### src/ocd_pkg.sv
// Purpose: Shared constants and types for the display configuration decoder pair
// Assumes: One 20 MHz clock shared by host end and device end
// Notes:   Command codes, field positions and most power-on defaults live here; the checker repeats codes as literals
package ocd_pkg;

	localparam int          CLK_HZ          = 20_000_000;
	localparam int          BYTE_W          = 8;

	// Single-byte command codes and match masks
	localparam logic [7:0] CMD_ALL_ON       = 8'ha4;
	localparam logic [7:0] CMD_REVERSE      = 8'ha6;
	localparam logic [7:0] CMD_DISPLAY      = 8'hae;
	localparam logic [7:0] MASK_BIT0        = 8'hfe;
	localparam logic [7:0] CMD_PAGE         = 8'hb0;
	localparam logic [7:0] MASK_PAGE        = 8'hf8;
	localparam logic [7:0] CMD_SCAN         = 8'hc0;
	localparam logic [7:0] MASK_SCAN        = 8'hf0;
	localparam logic [7:0] CMD_SCAN_DOWN    = 8'hc8;

	// Lead bytes of two-byte commands
	localparam logic [7:0] CMD_MUX          = 8'ha8;
	localparam logic [7:0] CMD_PUMP         = 8'had;
	localparam logic [7:0] CMD_OFFSET       = 8'hd3;
	localparam logic [7:0] CMD_CLOCK        = 8'hd5;
	localparam logic [7:0] CMD_PHASE        = 8'hd9;
	localparam logic [7:0] CMD_PADS         = 8'hda;
	localparam logic [7:0] CMD_DESELECT     = 8'hdb;

	// Data byte forms
	localparam logic [7:0] PUMP_DATA_BASE   = 8'h8a;
	localparam logic [7:0] PADS_DATA_BASE   = 8'h02;
	localparam int          PADS_ALT_BIT    = 4;
	localparam int          SCAN_DIR_BIT    = 3;
	localparam int          MUX_W           = 6;
	localparam int          PAGE_W          = 3;
	localparam int          NIB_W           = 4;

	// Power-on defaults and the deselect saturation level
	localparam logic [5:0] MUX_RST          = 6'h3f;
	localparam logic [5:0] OFFSET_RST       = 6'h00;
	localparam logic [3:0] DIV_RST          = 4'h0;
	localparam logic [3:0] TRIM_RST         = 4'h5;
	localparam logic [3:0] PRECHG_RST       = 4'h2;
	localparam logic [3:0] DISCHG_RST       = 4'h2;
	localparam logic [7:0] DESELECT_RST     = 8'h20;
	localparam logic [7:0] DESELECT_SAT     = 8'h40;
	localparam logic [2:0] PAGE_RST         = 3'h0;

	// Oscillator trim: nominal code and percent per step
	localparam int          TRIM_NOMINAL    = 5;
	localparam int          TRIM_STEP_PCT   = 5;

	typedef enum logic [3:0] {
		OCD_REQ_ALL_ON,
		OCD_REQ_REVERSE,
		OCD_REQ_DISPLAY,
		OCD_REQ_PAGE,
		OCD_REQ_SCAN,
		OCD_REQ_MUX,
		OCD_REQ_PUMP,
		OCD_REQ_OFFSET,
		OCD_REQ_CLOCK,
		OCD_REQ_PHASE,
		OCD_REQ_PADS,
		OCD_REQ_DESELECT,
		OCD_REQ_RAM
	} ocd_req_t;

endpackage

### src/ocd_link_if.sv
// Purpose: Byte write path between host and decoder
// Assumes: Both ends on clk; one byte per cycle while wr_valid is high
// Notes:   Decoder accepts every offered byte, so there is no ready
`timescale 1ns/1ps
interface ocd_link_if (
	input wire logic clk
);
	logic       wr_valid;
	logic       cmd_data_select;
	logic [7:0] wr_byte;

	modport dev (
		input wr_valid,
		input cmd_data_select,
		input wr_byte
	);

	modport host (
		output wr_valid,
		output cmd_data_select,
		output wr_byte
	);
endinterface

### src/ocd_decoder.sv
// Purpose: Device end; decodes configuration commands and holds the settings
// Assumes: Host keeps the far-end obligations (pump command only while display off,
//          no zero phase periods)
// Notes:   Data bytes pass to the RAM port even while asleep
`timescale 1ns/1ps

// Summary of operation
// A4/A5 forces all pixels lit, RAM kept
// All-on overrides the reverse setting
// A6/A7 selects normal or inverted pixels
// A8 plus byte: ratio low six bits plus one
// AD plus 8A/8B: pump disabled or armed
// Host issues pump command only while off
// Display off always means sleep
// AE/AF switches panel off or on
// Sleep stops oscillator, pump, drivers float
// Sleep keeps settings and RAM access
// B0-B7 loads page address only
// C0/C8 bit3 sets common scan direction
// D3 plus byte: six-bit display offset
// D5 plus byte: low nibble plus one divides
// D5 high nibble trims oscillator five percent
// D9 low nibble sets pre-charge period
// D9 high nibble sets discharge period
// DA plus 02/12 selects pad layout
// DB plus byte sets deselect level
// Commands need select low; next byte is data
// Reset loads defaults, clears pending state
module ocd_decoder (
	input  wire logic              clk,
	input  wire logic              reset,
	ocd_link_if.dev                link,
	input  wire logic              ram_bit,
	output logic                   pixel_lit_q,
	output logic                   all_on_q,
	output logic                   reverse_q,
	output logic                   display_on_q,
	output logic                   sleep_q,
	output logic                   osc_run_q,
	output logic                   pump_armed_q,
	output logic                   pump_run_q,
	output logic                   ext_supply_q,
	output logic                   drivers_hiz_q,
	output logic [ocd_pkg::MUX_W-1:0]  mux_code_q,
	output logic [ocd_pkg::MUX_W:0]    mux_rows_q,
	output logic [ocd_pkg::PAGE_W-1:0] page_q,
	output logic                   scan_down_q,
	output logic [ocd_pkg::MUX_W-1:0]  offset_q,
	output logic [ocd_pkg::NIB_W-1:0]  clk_div_q,
	output logic [ocd_pkg::NIB_W-1:0]  osc_trim_q,
	output logic signed [7:0]      osc_trim_pct_q,
	output logic                   display_clock_tick_q,
	output logic [ocd_pkg::NIB_W-1:0]  precharge_q,
	output logic [ocd_pkg::NIB_W-1:0]  discharge_q,
	output logic                   pads_alt_q,
	output logic [7:0]             common_deselect_level_q,
	output logic                   deselect_sat_q,
	output logic                   ram_wr_q,
	output logic [7:0]             ram_data_q
);
	import ocd_pkg::*;

	typedef enum logic [2:0] {
		OCD_PEND_NONE,
		OCD_PEND_MUX,
		OCD_PEND_PUMP,
		OCD_PEND_OFFSET,
		OCD_PEND_CLOCK,
		OCD_PEND_PHASE,
		OCD_PEND_PADS,
		OCD_PEND_DESELECT
	} ocd_pend_t;

	ocd_pend_t              pend_q;
	logic                   cmd_wr;
	logic                   data_wr;
	logic                   lead_wr;
	logic [7:0]             b;
	logic [NIB_W-1:0]       tick_cnt_q;

	function automatic logic match(input logic [7:0] v, input logic [7:0] code,
		input logic [7:0] mask);
		match = (v & mask) == (code & mask);
	endfunction

	function automatic logic signed [7:0] trim_pct(input logic [3:0] code);
		trim_pct = 8'(($signed({4'h0, code}) - 8'(TRIM_NOMINAL)) * 8'(TRIM_STEP_PCT));
	endfunction

	assign b       = link.wr_byte;
	assign cmd_wr  = link.wr_valid && !link.cmd_data_select;
	assign data_wr = cmd_wr && (pend_q != OCD_PEND_NONE);
	assign lead_wr = cmd_wr && (pend_q == OCD_PEND_NONE);

	// Pending second-byte tracker
	always_ff @(posedge clk) begin
		if (reset) begin
			pend_q <= OCD_PEND_NONE;
		end else if (data_wr) begin
			pend_q <= OCD_PEND_NONE;
		end else if (lead_wr) begin
			case (b)
				CMD_MUX:      pend_q <= OCD_PEND_MUX;
				CMD_PUMP:     pend_q <= OCD_PEND_PUMP;
				CMD_OFFSET:   pend_q <= OCD_PEND_OFFSET;
				CMD_CLOCK:    pend_q <= OCD_PEND_CLOCK;
				CMD_PHASE:    pend_q <= OCD_PEND_PHASE;
				CMD_PADS:     pend_q <= OCD_PEND_PADS;
				CMD_DESELECT: pend_q <= OCD_PEND_DESELECT;
				default:      pend_q <= OCD_PEND_NONE;
			endcase
		end
	end

	// Single-byte display mode, page address and scan direction commands
	always_ff @(posedge clk) begin
		if (reset) begin
			all_on_q     <= 1'b0;
			reverse_q    <= 1'b0;
			display_on_q <= 1'b0;
			page_q       <= PAGE_RST;
			scan_down_q  <= 1'b0;
		end else if (lead_wr) begin
			if (match(b, CMD_ALL_ON, MASK_BIT0)) begin
				all_on_q <= b[0];
			end
			if (match(b, CMD_REVERSE, MASK_BIT0)) begin
				reverse_q <= b[0];
			end
			if (match(b, CMD_DISPLAY, MASK_BIT0)) begin
				display_on_q <= b[0];
			end
			if (match(b, CMD_PAGE, MASK_PAGE)) begin
				page_q <= b[PAGE_W-1:0];
			end
			if (match(b, CMD_SCAN, MASK_SCAN)) begin
				scan_down_q <= b[SCAN_DIR_BIT];
			end
		end
	end

	// Second-byte settings; unused bits dropped where the setting is narrower than the byte
	always_ff @(posedge clk) begin
		if (reset) begin
			mux_code_q              <= MUX_RST;
			pump_armed_q            <= 1'b1;
			offset_q                <= OFFSET_RST;
			clk_div_q               <= DIV_RST;
			osc_trim_q              <= TRIM_RST;
			precharge_q             <= PRECHG_RST;
			discharge_q             <= DISCHG_RST;
			pads_alt_q              <= 1'b1;
			common_deselect_level_q <= DESELECT_RST;
		end else if (data_wr) begin
			case (pend_q)
				OCD_PEND_MUX: begin
					mux_code_q <= b[MUX_W-1:0];
				end
				OCD_PEND_PUMP: begin
					pump_armed_q <= b[0];
				end
				OCD_PEND_OFFSET: begin
					offset_q <= b[MUX_W-1:0];
				end
				OCD_PEND_CLOCK: begin
					clk_div_q  <= b[NIB_W-1:0];
					osc_trim_q <= b[7:NIB_W];
				end
				OCD_PEND_PHASE: begin
					precharge_q <= b[NIB_W-1:0];
					discharge_q <= b[7:NIB_W];
				end
				OCD_PEND_PADS: begin
					pads_alt_q <= b[PADS_ALT_BIT];
				end
				OCD_PEND_DESELECT: begin
					common_deselect_level_q <= b;
				end
				default: begin
				end
			endcase
		end
	end

	// Derived views of the held settings
	always_ff @(posedge clk) begin
		if (reset) begin
			mux_rows_q     <= {1'b0, MUX_RST} + 7'h01;
			osc_trim_pct_q <= trim_pct(TRIM_RST);
			deselect_sat_q <= 1'b0;
		end else begin
			mux_rows_q     <= {1'b0, mux_code_q} + 7'h01;
			osc_trim_pct_q <= trim_pct(osc_trim_q);
			deselect_sat_q <= common_deselect_level_q >= DESELECT_SAT;
		end
	end

	// Power state: off is sleep regardless of pump
	always_ff @(posedge clk) begin
		if (reset) begin
			sleep_q       <= 1'b1;
			osc_run_q     <= 1'b0;
			pump_run_q    <= 1'b0;
			ext_supply_q  <= 1'b0;
			drivers_hiz_q <= 1'b1;
		end else begin
			sleep_q       <= !display_on_q;
			osc_run_q     <= display_on_q;
			pump_run_q    <= display_on_q && pump_armed_q;
			ext_supply_q  <= display_on_q && !pump_armed_q;
			drivers_hiz_q <= !display_on_q;
		end
	end

	// Display clock: oscillator stands still while asleep
	always_ff @(posedge clk) begin
		if (reset || !display_on_q) begin
			tick_cnt_q           <= '0;
			display_clock_tick_q <= 1'b0;
		end else if (tick_cnt_q >= clk_div_q) begin
			tick_cnt_q           <= '0;
			display_clock_tick_q <= 1'b1;
		end else begin
			tick_cnt_q           <= tick_cnt_q + 4'h1;
			display_clock_tick_q <= 1'b0;
		end
	end

	// Pixel output; blanked while asleep
	always_ff @(posedge clk) begin
		if (reset) begin
			pixel_lit_q <= 1'b0;
		end else if (!display_on_q) begin
			pixel_lit_q <= 1'b0;
		end else if (all_on_q) begin
			pixel_lit_q <= 1'b1;
		end else begin
			pixel_lit_q <= ram_bit ^ reverse_q;
		end
	end

	// RAM write path stays open in sleep
	always_ff @(posedge clk) begin
		if (reset) begin
			ram_wr_q   <= 1'b0;
			ram_data_q <= 8'h00;
		end else begin
			ram_wr_q <= link.wr_valid && link.cmd_data_select;
			if (link.wr_valid && link.cmd_data_select) begin
				ram_data_q <= b;
			end
		end
	end

endmodule

### src/flat_wrapper.sv
// flat-port wrapper written by rule: the top's interface ports become plain ports
module ocd_decoder_flat import ocd_pkg::*;
  (clk, reset, ram_bit, pixel_lit_q, all_on_q, reverse_q, display_on_q, sleep_q, osc_run_q, pump_armed_q, pump_run_q, ext_supply_q, drivers_hiz_q, mux_code_q, mux_rows_q, page_q, scan_down_q, offset_q, clk_div_q, osc_trim_q, osc_trim_pct_q, display_clock_tick_q, precharge_q, discharge_q, pads_alt_q, common_deselect_level_q, deselect_sat_q, ram_wr_q, ram_data_q, link_wr_valid, link_cmd_data_select, link_wr_byte);
  ocd_link_if link_i (.clk(clk));
  input  wire logic clk;
  input  wire logic reset;
  input  wire logic ram_bit;
  output logic pixel_lit_q;
  output logic all_on_q;
  output logic reverse_q;
  output logic display_on_q;
  output logic sleep_q;
  output logic osc_run_q;
  output logic pump_armed_q;
  output logic pump_run_q;
  output logic ext_supply_q;
  output logic drivers_hiz_q;
  output logic [ocd_pkg::MUX_W-1:0] mux_code_q;
  output logic [ocd_pkg::MUX_W:0] mux_rows_q;
  output logic [ocd_pkg::PAGE_W-1:0] page_q;
  output logic scan_down_q;
  output logic [ocd_pkg::MUX_W-1:0] offset_q;
  output logic [ocd_pkg::NIB_W-1:0] clk_div_q;
  output logic [ocd_pkg::NIB_W-1:0] osc_trim_q;
  output logic signed [7:0] osc_trim_pct_q;
  output logic display_clock_tick_q;
  output logic [ocd_pkg::NIB_W-1:0] precharge_q;
  output logic [ocd_pkg::NIB_W-1:0] discharge_q;
  output logic pads_alt_q;
  output logic [7:0] common_deselect_level_q;
  output logic deselect_sat_q;
  output logic ram_wr_q;
  output logic [7:0] ram_data_q;
  input wire logic [$bits(link_i.wr_valid)-1:0] link_wr_valid;
  input wire logic [$bits(link_i.cmd_data_select)-1:0] link_cmd_data_select;
  input wire logic [$bits(link_i.wr_byte)-1:0] link_wr_byte;
  assign link_i.wr_valid = link_wr_valid;
  assign link_i.cmd_data_select = link_cmd_data_select;
  assign link_i.wr_byte = link_wr_byte;
  ocd_decoder u_core (.clk(clk), .reset(reset), .link(link_i), .ram_bit(ram_bit), .pixel_lit_q(pixel_lit_q), .all_on_q(all_on_q), .reverse_q(reverse_q), .display_on_q(display_on_q), .sleep_q(sleep_q), .osc_run_q(osc_run_q), .pump_armed_q(pump_armed_q), .pump_run_q(pump_run_q), .ext_supply_q(ext_supply_q), .drivers_hiz_q(drivers_hiz_q), .mux_code_q(mux_code_q), .mux_rows_q(mux_rows_q), .page_q(page_q), .scan_down_q(scan_down_q), .offset_q(offset_q), .clk_div_q(clk_div_q), .osc_trim_q(osc_trim_q), .osc_trim_pct_q(osc_trim_pct_q), .display_clock_tick_q(display_clock_tick_q), .precharge_q(precharge_q), .discharge_q(discharge_q), .pads_alt_q(pads_alt_q), .common_deselect_level_q(common_deselect_level_q), .deselect_sat_q(deselect_sat_q), .ram_wr_q(ram_wr_q), .ram_data_q(ram_data_q));
endmodule
### config.mk
export PLATFORM = sky130hd
export DESIGN_NAME = ocd_decoder_flat
export DESIGN_NICKNAME = d
export VERILOG_FILES = /design/src/ocd_pkg.sv /design/src/ocd_link_if.sv /design/src/ocd_decoder.sv /design/src/flat_wrapper.sv
export SDC_FILE = /design/constraint.sdc
export NUM_CORES = 1
export LEC_CHECK = 0
export BUFFER_PORTS_ARGS = -buffer_cell sky130_fd_sc_hd__buf_2
export CAP_MARGIN = 20
export CORE_AREA = 5 5 113 115
export CTS_CLUSTER_SIZE = 10
export DETAILED_ROUTE_END_ITERATION = 10
export DIE_AREA = 0 0 118 120
export SLEW_MARGIN = 20
export SYNTH_ARGS = -nofsm -noshare
export SYNTH_HDL_FRONTEND = slang
export SYNTH_SLANG_ARGS = --single-unit
### constraint.sdc
create_clock -name clk -period 5.7 [get_ports clk]
set_clock_uncertainty 0.2 [all_clocks]
set_input_delay 0.285 -clock clk [delete_from_list [all_inputs] [get_ports clk]]
set_output_delay 0.285 -clock clk [all_outputs]
set_load 0.05 [all_outputs]
==> flow_summary.yaml <==
timing:
  fin_crit_sh_pct: 43.84
  relSlewSlack_pct: 50.16
  slew_violations: 0
  worstMarginPinSlew_ns: 0.7460
  hold_violations: 0
  min_period_ns: 2.499
  setup_viol: 0
  fmax_ghz: 0.4002
  rsz0062_at_grt: "false"
  tns_ns: 0
global_routing:
  grt_pass1_wl_um: 13660
  grt_antenna_before_repair: 0
  grt_pass1_vias: 2683
  grt-ovfl-total: 0
  grt_usage_pct: 12.02
  grt_max_degree: 75
placed_design:
  numPortBuffers: 89
  gp_congestion: 0.7733
  hpwlAfterDp_um: 6082
  place_inst: 573
final_layout:
  finalNonFillerCells: 589
  area_delta_synth_final_pct: 24.67
  antenna_cells: 0
  drive_gt1_share_pct: 25.34
  num-nets-final: 465
setup_path:
  cp.depth: 11
  slowest_delay_ns: 0.44
  end_kind: "register"
  cp_data_required_time_ns: 5.69
  crit_path_start_kind: "register"
  critPathSlowestCell: "fa_1"
  worstReg2RegEnd: "u_core.osc_trim_pct_q[7]$_SDFF_PP0_"
  critPathKind: "register to register"
  worst-path-buf-inv: 3
  crit_top_cell: "inv_1"
  crit_start: "u_core.osc_trim_q[0]$_SDFFE_PP1P_"
  crit_end: "u_core.osc_trim_pct_q[7]$_SDFF_PP0_"
  path_max_fanout: 5
  rr_worst_depth: 11
  worstPathCellList: "inv_1 > ha_1 > inv_1 > a21oi_1 > ha_1 > inv_1 > fa_1 > nor2b_1 > o21ai_0 > xor2_1 > nor2_1"
  ff2ff_setup_slack_ns: 3.20
  arrival_ns: 2.49
  path_delay_family: "adder cells"
  r2r_start: "u_core.osc_trim_q[0]$_SDFFE_PP1P_"
clock_tree:
  clk_path_buf_depth: 2
  clk_latency_ns: 0.33
  cts_resized: 0
  path_clk_slew_ns: 0.06
  post_cts_buffers: 0
  cts_tree: "built"
  cts_sinks: 83
  cts_buffers: 9
  cts_hold_buf: 0
  cts_htree_levels: 3
  cts_root_buf: "clkbuf_16"
routing:
  drtPass1Iterations: 4
  drc: 0
  ant_nets: 0
  wl_per_cell_um: 14.33
  num_vias: 2725
  routed_wl_um: 8441
  drt_iter0_markers: 108
  vias_per_cell: 4.626
floorplanning:
  die_h_um: 120
  die_x_um: 118
  num_io_pins: 90
  start_util_pct: 28.97
  dieArea_mm2: 0.01416
  coreArea_mm2: 0.01171
  rows: 40
power:
  p_per_area_mw_per_mm2: 287.8
  irDropWorstVdd_mv: 0.1312
  leakage_uw: 0.001973
synth:
  netlist_area_mm2: 0.003393
  synth_area_leaders: "dfxtp_1 (49%), mux2i_1 (8.6%), nor2_1 (6.7%), ha_1 (5.2%), a211o_1 (3.1%)"
  synth_xor_area_share_pct: 2.581
  yosys_warnings: 0
  syn_avg_cell_area_um2: 9.478
  synth_edf_count: 0
  synth_mux_area_share_pct: 8.886
  synth_top_area_share_pct: 48.97
  syn_nets: 386
  synth.most_common_cell: "dfxtp_1"
  synth-seq-cells: 83
  synth_simple_gate_area_share_pct: 19.10
  synth-seq-area-share_pct: 48.97
  yosys.area_share.adder_pct: 5.752
  synth_compound_area_share_pct: 9.366
  synthCells: 358
  synth_top_family_by_area: "simple AND/OR/NAND/NOR gates"
  synth_cell_types: 44
  synth_commonest_cells: "dfxtp_1 (83), nor2_1 (61), mux2i_1 (29)"
  synth_top_cell_by_area: "dfxtp_1"
  yosys_most_used_dff: "dfxtp_1"
  async_flop_share_pct: 0
min_path:
  min_path_type: "primary input to register"
run:
  drv_cap: 0
outcome:
  outcome: "completed"
## cell families after synthesis
group / count (synthesis)
compound gates: 47
xor+xnor: 10
fa+ha+maj: 15
buf+inv: 45
flops: 83
mux: 30
simple gates: 128
## report_power, final
| part | switching [uW] | internal, uW |
|---|---|---|
| Combinational | 46.2 | 15.1 |
| Clock | 221 | 349 |
| Sequential | 2.14 | 584 |
## state kept, by name, indices dropped and copies added (netlist names), 3 cells and up
name and count:
u_core.common_deselect_level_q 8, u_core.osc_trim_q 4, u_core.discharge_q 4, u_core.osc_trim_pct_q 8, u_core.offset_q 6, u_core.precharge_q 4, u_core.tick_cnt_q 4, u_core.ram_data_q 8
u_core.pend_q 3, u_core.mux_rows_q 7, u_core.clk_div_q 4, u_core.mux_code_q 6, u_core.page_q 3
## how the worst min path moves through the flow
| stage | from | end | slack, ns | cells after the start |
|---|---|---|---|---|
| after floorplan | link_wr_byte[7] | u_core.osc_trim_q[3]$_SDFFE_PP0P_ | 0.23 | 2 |
| after global routing | link_wr_byte[7] | u_core.ram_data_q[7]$_SDFFE_PP0P_ | 0.07 | 3 |
| final | link_wr_byte[6] | u_core.ram_data_q[6]$_SDFFE_PP0P_ | 0.08 | 3 |
| after detailed placement | u_core.ram_data_q[6]$_SDFFE_PP0P_ | u_core.ram_data_q[6]$_SDFFE_PP0P_ | 0.25 | 2 |
| after CTS | link_wr_byte[7] | u_core.ram_data_q[7]$_SDFFE_PP0P_ | 0.07 | 3 |
| after global placement | u_core.ram_data_q[5]$_SDFFE_PP0P_ | u_core.ram_data_q[5]$_SDFFE_PP0P_ | 0.24 | 2 |
## tightest hold or removal path: stages
cell and delay, ns:
buf_2 0.15, nand3_1 0.08, a21oi_1 0.05
## cell usage in the layout (no fill, tap or decap), types with 3 or more instances in the layout
cell and instances:
buf_2 89, dfxtp_1 83, nor2_1 61, mux2i_1 29
inv_1 22, a21oi_1 17, nand3_1 16, ha_1 14
nand2_1 12, a211o_1 12, nor2b_1 9, clkbuf_16 9
xor2_1 7, o21ai_0 6, nand2b_1 6, nor3_1 5
and3_1 4, xnor2_1 3, nand3b_1 3, nand4_1 3
clkinv_2 3
## cell type report
type	count	area, um^2
fillers	1238	7481
flip-flops and latches	83	1662
multi-input cells	230	1550
repair buffers	90	452.9
clock buffers	11	242.7
well taps	147	183.9
inverters	23	86.33
clock inverters	5	52.55
## layer usage
| layer | global-route usage, % | vias to the layer above | part of all wire (%) |
|---|---|---|---|
| li1 | - | 1369 | - |
| met1 | 14.72 | 1263 | 46 |
| met2 | 19.52 | 87 | 48 |
| met3 | 3.770 | 6 | 5.2 |
| met4 | 5.018 | 0 | 0.90 |
| met5 | 0 | - | 0 |
## through the flow
step                      area (um^2)  power [uW]  hold WS (ns)  utilization [%]  worst slack, ns
final                            4230        1218       0.08218            36.12            3.201
after floorplan                  3393       641.3        0.2289                -            2.988
after detailed placement         3935       660.8        0.2479            33.60            3.195
after global routing             4230        1271       0.07381            36.12            2.969
after global placement           3935       659.9        0.2425            33.60            3.237
after CTS                        4230        1240       0.07078            36.12            3.198
Note: power is estimated with default switching activity, not from simulation.
